`src/logic/dhwp_pkg.sv`:
```
// Purpose: shared constants and carrier types for the display host write port
// Assumes: clk_sys at 250 MHz
// Notes:   the strobe count derives from a named time; other counts are given directly
`default_nettype none
package dhwp_pkg;
  // -------------------------------------------------------------------------
  // widths and decode
  // -------------------------------------------------------------------------
  localparam int unsigned DATA_W        = 8;      // low half of host bus
  localparam int unsigned HBUS_W        = 16;     // full host data bus
  localparam int unsigned ADDR_W        = 3;      // decoder address inputs
  localparam logic [2:0]  ANN_CODE      = 3'h5;   // annunciator strobe output
  localparam logic [2:0]  DISP_CODE     = 3'h7;   // display write strobe output
  localparam int unsigned FIFO_DEPTH    = 16;     // command queue words
  localparam int unsigned RAM_BYTES     = 128;    // internal working ram
  localparam int unsigned TIMER_W       = 8;      // down counter width
  localparam int unsigned ALE_PRESCALE  = 32;     // timer prescale
  localparam int unsigned ALE_DIV       = 15;     // clocks per ale period
  localparam int unsigned PORT_W        = 8;      // parallel port width
  // -------------------------------------------------------------------------
  // timing
  // -------------------------------------------------------------------------
  localparam int unsigned CLK_PS        = 4000;   // clk_sys period, ps
  localparam int unsigned STROBE_NS     = 400;    // host strobe low time
  localparam int unsigned STROBE_CYC    = (STROBE_NS * 1000) / CLK_PS;
  localparam int unsigned XTAL_KHZ      = 10920;  // crystal rate
  localparam int unsigned REFRESH_CYC   = 64;     // refresh slot length
  localparam logic [7:0]  TIMER_RST     = 8'hff;  // timer reload value
  // -------------------------------------------------------------------------
  // carrier types
  // -------------------------------------------------------------------------
  typedef struct packed {
    logic [ADDR_W-1:0] addr;    // instrument address
    logic              sel_n;   // display select, low true
    logic [HBUS_W-1:0] data;    // instrument data bus
  } dhwp_host_t;
  typedef struct packed {
    logic              valid;   // command valid
    logic [DATA_W-1:0] byte_v;  // command byte
  } dhwp_cmd_t;
  typedef enum logic [1:0] {
    DHWP_IDLE  = 2'b00,         // no read under way; a request waits here on a full queue
    DHWP_READ  = 2'b01,         // read strobe low, moving latch
    DHWP_WAIT  = 2'b11          // read done, held until the host strobe is high
  } dhwp_svc_t;
endpackage : dhwp_pkg
`default_nettype wire

```
`src/logic/dhwp_top.sv`:
```
// Purpose: host write port, service request latch and command queue of the display
// Assumes: host pins are asynchronous and pass two flip-flops
// Notes:   strictly host to display; nothing is returned to the host
`timescale 1ns/1ns
`default_nettype none

// ---------------------------------------------------------------------------
// command fifo
// ---------------------------------------------------------------------------
module dhwp_fifo #(
  parameter int unsigned WIDTH = 8,                      // word width
  parameter int unsigned DEPTH = 16                      // word count
) (
  input  wire logic             clk_sys,                 // system clock
  input  wire logic             rst_b,                   // async reset, low
  input  wire logic             ce,                      // clock enable
  input  wire logic             in_valid,                // write request
  output logic                  in_ready,                // room available
  input  wire logic [WIDTH-1:0] in_data,                 // write word
  output logic                  out_valid,               // word available
  input  wire logic             out_ready,               // reader takes word
  output logic [WIDTH-1:0]      out_data,                // head word
  output logic                  full,                    // queue full
  output logic                  empty                    // queue empty
);
  localparam int unsigned PW = $clog2(DEPTH);            // pointer width
  logic [WIDTH-1:0] mem [DEPTH];                         // storage
  logic [PW:0]      wr_r;                                // write pointer
  logic [PW:0]      rd_r;                                // read pointer
  wire              do_wr;                               // accepted write
  wire              do_rd;                               // accepted read

  // full when pointers differ only in wrap bit
  assign full      = (wr_r[PW] != rd_r[PW]) && (wr_r[PW-1:0] == rd_r[PW-1:0]);
  assign empty     = (wr_r == rd_r);
  assign in_ready  = !full;
  assign out_valid = !empty;
  assign do_wr     = ce && in_valid && !full;
  assign do_rd     = ce && out_ready && !empty;
  assign out_data  = mem[rd_r[PW-1:0]];

  // storage write
  always_ff @(posedge clk_sys)
  begin
    if (do_wr)
    begin
      mem[wr_r[PW-1:0]] <= in_data;
    end
  end

  // pointer update
  always_ff @(posedge clk_sys or negedge rst_b)
  begin
    if (!rst_b)
    begin
      wr_r <= '0;
      rd_r <= '0;
    end
    else
    begin
      if (do_wr) wr_r <= wr_r + 1'b1;
      if (do_rd) rd_r <= rd_r + 1'b1;
    end
  end
endmodule : dhwp_fifo

// ---------------------------------------------------------------------------
// top
// ---------------------------------------------------------------------------
module dhwp_top
  import dhwp_pkg::*;
#(
  parameter int unsigned DEPTH = dhwp_pkg::FIFO_DEPTH    // command queue depth
) (
  input  wire logic                       clk_sys,       // system clock
  input  wire logic                       rst_b,         // async reset, low
  input  wire logic                       ce,            // clock enable
  input  wire dhwp_pkg::dhwp_host_t       host_in,       // host address, select, data
  input  wire logic                       sequence_clock,// display sequence clock
  output logic                            annunciator_strobe,   // decoded strobe, low
  output logic                            display_write_strobe, // decoded strobe, low
  output logic [dhwp_pkg::DATA_W-1:0]     ann_bits,      // annunciator latch
  output logic                            irq_n,         // service request, low
  output logic                            rd_n,          // processor read strobe
  output logic [dhwp_pkg::DATA_W-1:0]     disp_bus_o,    // internal display bus out
  output logic                            disp_bus_oe,   // display bus enable
  output logic                            addressable_latch_clock, // latch clock
  output dhwp_pkg::dhwp_cmd_t             cmd_out,       // executed command
  input  wire logic                       refresh_busy,  // refresh owns processor
  output logic [dhwp_pkg::TIMER_W-1:0]    timer_cnt,     // down counter value
  output logic                            ale,           // address latch enable
  input  wire logic [dhwp_pkg::PORT_W-1:0] port1_i,      // port 1 pins in
  output logic [dhwp_pkg::PORT_W-1:0]     port1_o,       // port 1 pins out
  output logic [dhwp_pkg::PORT_W-1:0]     port1_oe,      // port 1 enables
  input  wire logic [dhwp_pkg::PORT_W-1:0] port2_i,      // port 2 pins in
  output logic [dhwp_pkg::PORT_W-1:0]     port2_o,       // port 2 pins out
  output logic [dhwp_pkg::PORT_W-1:0]     port2_oe,      // port 2 enables
  input  wire logic [dhwp_pkg::PORT_W-1:0] port_dir,     // 1 = port bit output
  input  wire logic [dhwp_pkg::PORT_W-1:0] port1_wr,     // port 1 output data
  input  wire logic [dhwp_pkg::PORT_W-1:0] port2_wr,     // port 2 output data
  output logic [dhwp_pkg::PORT_W-1:0]     port1_rd,      // port 1 sampled
  output logic [dhwp_pkg::PORT_W-1:0]     port2_rd,      // port 2 sampled
  output logic                            fifo_full      // queue full, stalls service
);
  // -------------------------------------------------------------------------
  // pin synchronisers
  // -------------------------------------------------------------------------
  dhwp_host_t host_s1_r;                                 // first stage
  dhwp_host_t host_s2_r;                                 // second stage
  logic       seq_s1_r;                                  // sequence clock stage 1
  logic       seq_s2_r;                                  // sequence clock stage 2
  logic [PORT_W-1:0] p1_s1_r, p1_s2_r;                   // port 1 sync
  logic [PORT_W-1:0] p2_s1_r, p2_s2_r;                   // port 2 sync

  // two flip-flops ahead of all logic
  always_ff @(posedge clk_sys or negedge rst_b)
  begin
    if (!rst_b)
    begin
      host_s1_r <= '{addr: 3'h0, sel_n: 1'b1, data: 16'h0000};
      host_s2_r <= '{addr: 3'h0, sel_n: 1'b1, data: 16'h0000};
      seq_s1_r  <= 1'b0;
      seq_s2_r  <= 1'b0;
      p1_s1_r   <= '0;
      p1_s2_r   <= '0;
      p2_s1_r   <= '0;
      p2_s2_r   <= '0;
    end
    else
    begin
      host_s1_r <= host_in;
      host_s2_r <= host_s1_r;
      seq_s1_r  <= sequence_clock;
      seq_s2_r  <= seq_s1_r;
      p1_s1_r   <= port1_i;
      p1_s2_r   <= p1_s1_r;
      p2_s1_r   <= port2_i;
      p2_s2_r   <= p2_s1_r;
    end
  end

  // -------------------------------------------------------------------------
  // address decode
  // -------------------------------------------------------------------------
  wire ann_dec  = !host_s2_r.sel_n && (host_s2_r.addr == ANN_CODE);
  wire disp_dec = !host_s2_r.sel_n && (host_s2_r.addr == DISP_CODE);
  wire [DATA_W-1:0] host_byte = host_s2_r.data[DATA_W-1:0];
  logic ann_q_r;                                          // previous strobe
  logic disp_q_r;                                         // previous strobe
  logic [DATA_W-1:0] in_latch_r;                          // input latch
  logic [DATA_W-1:0] ann_r;                               // annunciator latch
  logic req_r;                                            // service request
  dhwp_svc_t svc_r, svc_nxt;                              // service state
  wire ann_rise  = ann_q_r && !ann_dec;                   // strobe returns high
  wire disp_fall = disp_dec && !disp_q_r;                 // strobe goes low
  wire fifo_ready;                                        // queue has room

  assign annunciator_strobe   = !ann_dec;
  assign display_write_strobe = !disp_dec;
  assign ann_bits             = ann_r;

  // strobe history, annunciator and input latches
  always_ff @(posedge clk_sys or negedge rst_b)
  begin
    if (!rst_b)
    begin
      ann_q_r    <= 1'b0;
      disp_q_r   <= 1'b0;
      ann_r      <= '0;
      in_latch_r <= '0;
    end
    else if (ce)
    begin
      ann_q_r  <= ann_dec;
      disp_q_r <= disp_dec;
      if (ann_rise)
        ann_r <= host_byte;
      if (disp_dec)
        in_latch_r <= host_byte;
    end
  end

  // -------------------------------------------------------------------------
  // service request latch and read sequence
  // -------------------------------------------------------------------------
  wire rd_active = (svc_r == DHWP_READ);
  assign rd_n        = !rd_active;
  assign irq_n       = !req_r;
  assign disp_bus_oe = rd_active;
  assign disp_bus_o  = rd_active ? in_latch_r : '0;

  // service sequence: read only while the queue has room
  always_comb
  begin
    svc_nxt = svc_r;
    unique case (svc_r)
      DHWP_IDLE: if (req_r && fifo_ready) svc_nxt = DHWP_READ;
      DHWP_READ: svc_nxt = DHWP_WAIT;
      DHWP_WAIT: if (!disp_dec) svc_nxt = DHWP_IDLE;
      default:   svc_nxt = DHWP_IDLE;
    endcase
  end

  // request: set by strobe falling, cleared after the read once the strobe is high; set wins
  always_ff @(posedge clk_sys or negedge rst_b)
  begin
    if (!rst_b)
    begin
      req_r <= 1'b0;
      svc_r <= DHWP_IDLE;
    end
    else if (ce)
    begin
      svc_r <= svc_nxt;
      if (disp_fall)
        req_r <= 1'b1;
      else if ((rd_active || (svc_r == DHWP_WAIT)) && !disp_dec)
        req_r <= 1'b0;
    end
  end

  // -------------------------------------------------------------------------
  // command queue and execution
  // -------------------------------------------------------------------------
  wire              exec_ok = !refresh_busy;
  wire              q_valid;                              // queue not empty
  wire [DATA_W-1:0] q_data;                               // head byte
  dhwp_cmd_t        cmd_r;                                // executed command

  dhwp_fifo #(
    .WIDTH (DATA_W),
    .DEPTH (DEPTH)
  ) u_fifo (
    .clk_sys   (clk_sys),
    .rst_b     (rst_b),
    .ce        (ce),
    .in_valid  (rd_active),
    .in_ready  (fifo_ready),
    .in_data   (in_latch_r),
    .out_valid (q_valid),
    .out_ready (exec_ok),
    .out_data  (q_data),
    .full      (fifo_full),
    .empty     ()
  );

  // execute head of queue in order
  always_ff @(posedge clk_sys or negedge rst_b)
  begin
    if (!rst_b)
      cmd_r <= '0;
    else if (ce)
    begin
      cmd_r.valid  <= q_valid && exec_ok;
      cmd_r.byte_v <= q_data;
    end
  end
  assign cmd_out = cmd_r;

  // -------------------------------------------------------------------------
  // working ram: registers, characters; queue lives alongside
  // -------------------------------------------------------------------------
  localparam int unsigned RAM_AW = $clog2(RAM_BYTES);
  logic [DATA_W-1:0] ram [RAM_BYTES];
  logic [RAM_AW-1:0] ram_ptr_r;                           // character slot

  // executed bytes stored as current characters
  always_ff @(posedge clk_sys)
  begin
    if (ce && cmd_r.valid)
      ram[ram_ptr_r] <= cmd_r.byte_v;
  end

  always_ff @(posedge clk_sys or negedge rst_b)
  begin
    if (!rst_b)
      ram_ptr_r <= '0;
    else if (ce && cmd_r.valid)
      ram_ptr_r <= ram_ptr_r + 1'b1;
  end

  // -------------------------------------------------------------------------
  // ale, prescale and down counter
  // -------------------------------------------------------------------------
  logic [3:0] ale_div_r;                                  // ale divider
  logic [4:0] pre_r;                                      // ale/32 prescale
  logic [TIMER_W-1:0] tmr_r;                              // down counter
  wire ale_tick = (ale_div_r == 4'(ALE_DIV - 1));
  wire pre_tick = ale_tick && (pre_r == 5'(ALE_PRESCALE - 1));

  // processor timing base stands for the crystal oscillator
  always_ff @(posedge clk_sys or negedge rst_b)
  begin
    if (!rst_b)
    begin
      ale_div_r <= '0;
      pre_r     <= '0;
      tmr_r     <= TIMER_RST;
    end
    else if (ce)
    begin
      ale_div_r <= ale_tick ? 4'h0 : ale_div_r + 1'b1;
      if (ale_tick)
        pre_r <= pre_r + 1'b1;
      if (pre_tick)
        tmr_r <= tmr_r - 1'b1;
    end
  end
  assign ale       = ale_tick;
  assign timer_cnt = tmr_r;

  // -------------------------------------------------------------------------
  // latch clock and parallel ports
  // -------------------------------------------------------------------------
  assign addressable_latch_clock = !(rst_b && seq_s2_r);
  assign port1_o  = port1_wr;
  assign port2_o  = port2_wr;
  assign port1_oe = port_dir;
  assign port2_oe = port_dir;

  // sampled port inputs
  always_ff @(posedge clk_sys or negedge rst_b)
  begin
    if (!rst_b)
    begin
      port1_rd <= '0;
      port2_rd <= '0;
    end
    else if (ce)
    begin
      port1_rd <= p1_s2_r;
      port2_rd <= p2_s2_r;
    end
  end
endmodule : dhwp_top
`default_nettype wire

```
`config.mk`:
```
export PLATFORM = sky130hd
export DESIGN_NAME = dhwp_top
export DESIGN_NICKNAME = d
export VERILOG_FILES = /design/src/logic/dhwp_pkg.sv /design/src/logic/dhwp_top.sv
export SDC_FILE = /design/constraint.sdc
export NUM_CORES = 1
export LEC_CHECK = 0
export CAP_MARGIN = 20
export CORE_ASPECT_RATIO = 1.1
export CORE_MARGIN = 10
export CORE_UTILIZATION = 50
export CTS_CLUSTER_SIZE = 14
export DETAILED_ROUTE_END_ITERATION = 16
export DONT_BUFFER_PORTS = 1
export GPL_ROUTABILITY_DRIVEN = 0
export PLACE_DENSITY = 0.67
export SYNTH_ARGS = -nofsm -noshare
export SYNTH_HDL_FRONTEND = slang
export SYNTH_SLANG_ARGS = --single-unit
```
`constraint.sdc`:
```
create_clock -name clk_sys -period 3 [get_ports clk_sys]
set_input_delay 0.6 -clock clk_sys [delete_from_list [all_inputs] [get_ports clk_sys]]
set_output_delay 0.6 -clock clk_sys [all_outputs]
set_load 0.02 [all_outputs]
```
==> key figures, run 1 <==
Critical path
  • Required time of the critical path: 2.40 ns
  • Register-to-register setup slack: 0.81 ns
  • R2R Path Start: u_fifo.wr_r[3]
  • Worst setup SP type: flip-flop
  • Slowest cell on crit path: sky130_fd_sc_hd__dfrtp_1
  • List of cells traversed by the critical path: xor2_1 -> nor4_4 -> and2_1
  • Worst r2r path cells: 5
  • Startpoint of the worst setup timing path: u_fifo.wr_r[0]
  • Termination of the worst setup path: fifo_full
  • Startpoint-to-endpoint class of the critical path: reg -> out
  • Worst R2R End: u_fifo.mem[8][6]
  • Stage delay of the slowest cell on the critical path: 0.43 ns
  • Instance count on the critical path: 3
  • Largest fanout on the critical path: 5
  • Signal arrival time at the worst endpoint: 1.87 ns
  • Crit path max-delay family: simple AND/OR/NAND/NOR gates
  • Count of buffer and inverter cells on the critical path: 0
  • Crit path capture type: primary output

Final layout
  • Final standard cell area without fillers: 10,800 um2
  • Layout Nets: 653
  • Area of the multi-input gates: 2300 um2
  • Area occupied by registers: 7140 um2
  • Antenna cell count: 0
  • Count of fill cells added during filler insertion: 1,505
  • Fraction of layout cells with a size suffix above 1: 0.202
  • Area added between synthesis and finish: 9.50%

Clocking
  • Number of CTS-inserted buffers: 27
  • Worst-Skew Late Latency: 0.52 ns
  • Clock sinks: 259
  • Clock transition time at the flip-flop clock pins of the worst setup and hold paths: 0.06 ns
  • Number of gates resized after cts: 0
  • CTS Root Buffer Type: sky130_fd_sc_hd__clkbuf_16
  • CTS max path bufs: 3
  • Clock tree from TritonCTS: done
  • Count of H-tree levels built during CTS: 1
  • Post-CTS Setup Bufs: 0

Synthesis
  • Sequential area share after synthesis: 0.725
  • Number of register bits inferred by synthesis: 259
  • Average cell area after synthesis: 16.4 um2
  • Yosys warns: 0
  • Unique masters post-synth: 42
  • Syn Nets: 672
  • Synthesized cell area: 9840 um2
  • Cells after Synth: 599

Power
  • Leak pwr: 4.17 nW
  • Power consumption: 9.88 mW
  • Maximum VDD drop: 0.000613 V
  • Power Dens Cells: 917 nW/um2

Place
  • Total of buffers placed on input and output ports: 0
  • Setup slack after placement: 0.817 ns
  • Post-Place Cell Area: 9870 um2
  • Sum of net half-perimeters after detailed placement: 11.7 mm

Global routing
  • Largest net degree at the start of global routing: 133
  • First-pass GRT wire length: 28.5 mm
  • Via count of the first global-routing pass: 5,079
  • Gr usage total: 0.138
  • Met3 usage in global routing: 0.0423
  • Antenna violations before repair: 0
  • Total congestion overflow: 0
  • Routing usage on met1: 0.167
  • Met2 Resource Use GR: 0.225
  • Most crowded layer after global routing: met2

Timing
  • Fin Hold WS: -0.229 ns
  • Max-slew headroom: 0.513
  • RSZ-0062 raised after global routing: false
  • Hold Fails Final Rpt: 131
  • Number of setup violations in the final report: 0
  • Worst Tran Pin Value: 0.730 ns
  • Clock skew after layout: 0.0115 ns
  • Final setup margin: 0.530 ns
  • Max-slew violation count: 0
  • Final worst path period share: 0.823
  • Total negative slack: 0 ns
  • Final min period: 2.47 ns
  • Highest clock rate: 405 MHz

Floorplanning
  • Core area: 19,200 um2
  • Height of the chip: 167 um
  • Number of I/O pins: 154
  • Die Footprint: 25,700 um2
  • Die Width: 154 um
  • Initial core utilization: 0.512
  • Rows: 53

Routing
  • Final routed wirelength across all metal layers: 18.2 mm
  • Via count normalized by instance count: 5.59
  • Total iterations of the first detailed-routing run: 4
  • Routed via count: 4,738
  • DRC marker count from the first detailed-route iteration: 295
  • Mean routed wirelength per cell: 21.5 um
  • DRC Markers: 0
  • Number of nets with antenna violations after detailed routing: 0

Worst hold path
  • Hold Crit Class: in -> async

Flow run
  • Max Cap Violations: 0

Run status
  • Outcome: finished, violations left
  • Violations in the final reports: negative hold slack
[power by group]
part / leakage (nW) / internal [mW] / switching, mW
combinational: 1.02 / 0.801 / 1.09
sequential: 2.71 / 4.20 / 0.527
clock: 0.446 / 2.00 / 1.27
total: 4.17 / 7.00 / 2.89
[synthesized netlist by cell type, drive strengths merged]
master	n	area, um2
buf	47	323
xor2	11	96.3
nor3b	1	7.51
nand3	7	35.0
nand2	25	93.8
or4	1	7.51
dfrtp	121	3030
a21o	1	7.51
or3	3	28.8
a31oi	16	100
nand3b	1	7.51
mux4	16	360
o22ai	8	50.1
edfxtp	128	3840
mux2	35	394
a21oi	13	65.1
ha	8	100
o211ai	10	75.1
and3	17	106
dfstp	10	263
nand4	3	18.8
nand2b	1	6.26
nand4b	1	8.76
inv	10	37.5
nor3	4	25.0
o21ai	11	55.1
a211oi	2	25.0
mux2i	32	320
and2	10	62.6
clkbuf	12	47.6
nor4	3	40.0
nor2b	5	31.3
xnor2	14	123
nor2	12	45.0
[metal layers]
layer | part of all wire | vias up
met5 | 0 | -
met4 | 0.033 | 0
met3 | 0.074 | 51
met2 | 0.49 | 163
met1 | 0.40 | 2398
li1 | - | 2126
[cells in the final DEF (no fill, tap or decap), types with 5 or more instances in the layout]
master,count
sky130_fd_sc_hd__edfxtp_1,128
sky130_fd_sc_hd__dfrtp_1,120
sky130_fd_sc_hd__mux2_2,35
sky130_fd_sc_hd__mux2i_1,32
sky130_fd_sc_hd__clkbuf_16,30
sky130_fd_sc_hd__nand2_1,25
sky130_fd_sc_hd__and3_1,17
sky130_fd_sc_hd__mux4_2,16
sky130_fd_sc_hd__a31oi_1,16
sky130_fd_sc_hd__xnor2_1,14
sky130_fd_sc_hd__a21oi_1,13
sky130_fd_sc_hd__nor2_1,12
sky130_fd_sc_hd__xor2_1,11
sky130_fd_sc_hd__o21ai_0,11
sky130_fd_sc_hd__inv_1,10
sky130_fd_sc_hd__and2_1,10
sky130_fd_sc_hd__o211ai_1,10
sky130_fd_sc_hd__dfstp_2,10
sky130_fd_sc_hd__buf_4,10
sky130_fd_sc_hd__o22ai_1,8
sky130_fd_sc_hd__ha_1,8
sky130_fd_sc_hd__clkbuf_1,8
sky130_fd_sc_hd__nand3_1,7
sky130_fd_sc_hd__nor2b_1,5
sky130_fd_sc_hd__clkinv_2,5
[logic make-up after synthesis]
kind of cell	Yosys count	synth area share
compound gates	61	0.0384
xor+xnor	25	0.0223
fa+ha+maj	8	0.0102
buf+inv	69	0.0415
flops	259	0.725
mux	83	0.109
simple gates	94	0.0533
[worst reg2reg max path, stage by stage, from the launching register on]
cell and delay, ns:
sky130_fd_sc_hd__dfrtp_1 0.49, sky130_fd_sc_hd__xor2_1 0.29, sky130_fd_sc_hd__nor4_4 0.10, sky130_fd_sc_hd__a211oi_2 0.23, sky130_fd_sc_hd__buf_4 0.25, sky130_fd_sc_hd__and3_1 0.47
[cell type report]
cell class	instances	share of cell area
clock buffers	42	0.0776
inverters	10	0.00348
repair buffers	11	0.00883
flip-flops and latches	259	0.662
multi-input cells	271	0.213
clock inverters	7	0.00592
well taps	247	0.0287
[through the flow]
step / utilization / std cells
2_1_floorplan: - / 599
3_3_place_gp: 0.513 / 798
3_5_place_dp: 0.513 / 798
4_1_cts: 0.560 / 847
5_1_grt: 0.560 / 847
6_report: 0.560 / 847
[how the worst min path moves through the flow]
stage,end,slack [ns]
after floorplan,ale_div_r[0],0.30
after global placement,p2_s1_r[3],0.31
after detailed placement,p2_s1_r[3],0.31
after CTS,p1_s1_r[3],-0.25
after global routing,ann_bits[1],-0.26
final,p1_s1_r[3],-0.23
[state kept, by name, summed over array words and instances, names as in the netlist, 5 cells and up]
name	flops
ann_bits	8
cmd_out	9
host_byte	8
host_s1_r	12
in_latch_r	8
p1_s1_r	8
p1_s2_r	8
p2_s1_r	8
p2_s2_r	8
port1_rd	8
port2_rd	8
pre_r	5
timer_cnt	8
u_fifo.mem	128
u_fifo.rd_r	5
u_fifo.wr_r	5
No activity file was read; power rests on OpenSTA's default activity.
==> inputs of run 2 (changes only) <==
==> constraint.sdc (replaced) <==
create_clock -name clk_sys -period 2.3 [get_ports clk_sys]
set_input_delay 0.46 -clock clk_sys [delete_from_list [all_inputs] [get_ports clk_sys]]
set_output_delay 0.46 -clock clk_sys [all_outputs]
set_load 0.02 [all_outputs]
==> run 2 against run 1 <==
The run still ends with negative hold slack left. Utilization grew 1.9 points. Total power increased by 31%. First-iteration DRC count increased by 26%. Non-clock buffer count increased by 42. Critical endpoint unchanged. Highest routed layer unchanged.
==> key figures, run 2 (synthesis results as in run 1) <==
Timing
  • Clock skew after layout: 0.00853 ns
  • Max-slew headroom: 0.509
  • Final worst path period share: 0.985
  • Highest clock rate: 441 MHz
  • Number of setup violations in the final report: 0
  • Total negative slack: 0 ns
  • Max-slew violation count: 0
  • RSZ-0062 raised after global routing: true
  • Final min period: 2.27 ns
  • Worst Tran Pin Value: 0.737 ns
  • Hold Fails Final Rpt: 131
  • Fin Hold WS: -0.367 ns

Floorplanning
  • Rows: 53
  • Height of the chip: 167 um
  • Die Width: 154 um
  • Initial core utilization: 0.512
  • Core area: 19,200 um2
  • Number of I/O pins: 154
  • Die Footprint: 25,700 um2

Flow run
  • Max Cap Violations: 0

Final layout
  • Area of the multi-input gates: 2310 um2
  • Area added between synthesis and finish: 13.3%
  • Final cell count without fillers: 888
  • Count of fill cells added during filler insertion: 1,444
  • Antenna cell count: 0
  • Largest register FFs: 128
  • Final standard cell area without fillers: 11,100 um2
  • Most frequent standard cell in the layout excluding fill and tap cells: sky130_fd_sc_hd__edfxtp_1
  • Fraction of layout cells with a size suffix above 1: 0.212
  • Layout Nets: 694
  • Area occupied by registers: 7140 um2
  • Final core utilization: 0.580
  • Most frequent cells in the layout: 128 x sky130_fd_sc_hd__edfxtp_1, 119 x sky130_fd_sc_hd__dfrtp_1, 35 x sky130_fd_sc_hd__mux2_2

Power
  • Combinational share of power: 0.215
  • Power consumption: 12.9 mW
  • Clock group share of total power: 0.319
  • Maximum VDD drop: 0.000765 V
  • Reported net switching power: 3.80 mW
  • Total internal power: 9.14 mW
  • Sequential Power Share: 0.465
  • Leak pwr: 4.34 nW
  • Switching power as a share of total power: 0.293
  • Power Dens Cells: 1160 nW/um2

Place
  • Number of cells in the design after placement: 808
  • Total of buffers placed on input and output ports: 0
  • Sum of net half-perimeters after detailed placement: 11.8 mm
  • Post-Place Cell Area: 9950 um2

Global routing
  • Gr usage total: 0.141
  • Antenna violations before repair: 0
  • Largest net degree at the start of global routing: 133
  • First-pass GRT wire length: 29.4 mm
  • Via count of the first global-routing pass: 5,287
  • Total congestion overflow: 0

Critical path
  • Crit path capture type: primary output
  • Stage delay of the slowest cell on the critical path: 0.43 ns
  • List of cells traversed by the critical path: xor2_2 -> nor4_4 -> buf_4 -> and2_4
  • Crit path max-delay family: simple AND/OR/NAND/NOR gates
  • Required time of the critical path: 1.84 ns
  • Slowest cell on crit path: sky130_fd_sc_hd__dfrtp_2
  • Largest fanout on the critical path: 3
  • Signal arrival time at the worst endpoint: 1.81 ns
  • Startpoint-to-endpoint class of the critical path: reg -> out
  • Count of buffer and inverter cells on the critical path: 1
  • Worst setup SP type: flip-flop

Routing
  • DRC Markers: 0
  • Total iterations of the first detailed-routing run: 5
  • Routed via count: 4,819
  • Final routed wirelength across all metal layers: 18.3 mm
  • Number of nets with antenna violations after detailed routing: 0
  • Mean routed wirelength per cell: 20.6 um
  • DRC marker count from the first detailed-route iteration: 372
  • Via count normalized by instance count: 5.43

Worst hold path
  • Hold Crit Class: in -> async

Run status
  • Violations in the final reports: negative hold slack
  • Outcome: finished, violations left

Clocking
  • CTS max path bufs: 3
  • Worst-Skew Late Latency: 0.52 ns
  • Hold buffers post-CTS: 29
  • Clock sinks: 259
  • Count of H-tree levels built during CTS: 1
  • Clock tree from TritonCTS: done
  • CTS Root Buffer Type: sky130_fd_sc_hd__clkbuf_16
  • Number of CTS-inserted buffers: 26
  • Clock transition time at the flip-flop clock pins of the worst setup and hold paths: 0.06 ns
-- run 2: cell count changes in the layout (fill, tap and decap cells not counted), moves of 2 or more --
cell / delta
sky130_fd_sc_hd__clkinv_2: -3
sky130_fd_sc_hd__clkbuf_16: -2
sky130_fd_sc_hd__clkinv_1: +3
sky130_fd_sc_hd__dlygate4sd3_1: +29
sky130_fd_sc_hd__clkbuf_1: -2
sky130_fd_sc_hd__clkinvlp_4: +2
sky130_fd_sc_hd__buf_4: +13
-- run 2: worst reg2reg max path: stages, from the launching register on --
cell and delay, ns:
sky130_fd_sc_hd__dfrtp_1 0.39, sky130_fd_sc_hd__ha_1 0.18, sky130_fd_sc_hd__and3_1 0.15, sky130_fd_sc_hd__ha_1 0.14
sky130_fd_sc_hd__nand3_1 0.10, sky130_fd_sc_hd__or3_4 0.38, sky130_fd_sc_hd__or3_4 0.36, sky130_fd_sc_hd__nor3_2 0.18
sky130_fd_sc_hd__xor2_1 0.16
-- run 2: through the flow --
step,worst slack [ns],hold WS (ns)
global route,-0.00779,-0.390
floorplan,0.239,0.164
detailed placement,0.185,0.169
CTS,0.00187,-0.381
global placement,0.245,0.169
finish,0.0345,-0.367
-- run 2: worst paths after layout --
check	from	endpoint	slack (ns)	cells after the start
worst max-delay path	u_fifo.wr_r[0]	fifo_full	0.03	4
worst min-delay path	rst_b	p1_s1_r[3]	-0.37	0
worst max register to register	pre_r[0]	timer_cnt[7]	0.18	8
worst min register to register	host_s1_r[1]	host_byte[1]	0.34	0
max in group asynchronous	rst_b	timer_cnt[7]	2.43	0
min in group clk_sys	ce	cmd_out[0]	0.05	1
-- run 2: metal layers --
metal	vias to the layer above	share of wire	global-route usage
li1	2208	-	-
met1	2403	0.40	0.167
met2	150	0.48	0.233
met3	58	0.077	0.0438
met4	0	0.039	0.0592
met5	-	0	0
-- run 2: cell type report --
type | count | area share
Clock inverter | 9 | 0.00674
Tap cell | 247 | 0.0277
Sequential cell | 259 | 0.640
Inverter | 10 | 0.00337
Multi-Input combinational cell | 271 | 0.207
Timing Repair Buffer | 53 | 0.0433
Clock buffer | 39 | 0.0711
-- run 2: what timing repair did --
item | 4_1_cts | 5_1_grt
gates resized for setup | 1 | 3
setup endpoints to repair | 1 | 1
hold endpoints to repair | 160 | 131
pin swaps | 1 | 2
buffers inserted | 1 | 2
-- run 2: power groups by stage --
stage          logic (mW)  clock network (mW)  registers, mW
2_1_floorplan        2.04                   0           6.03
3_3_place_gp         2.64                   0           6.09
3_5_place_dp         2.70                   0           6.12
4_1_cts              2.78                4.22           6.03
5_1_grt              3.06                4.42           6.09
6_report             2.79                4.13           6.02
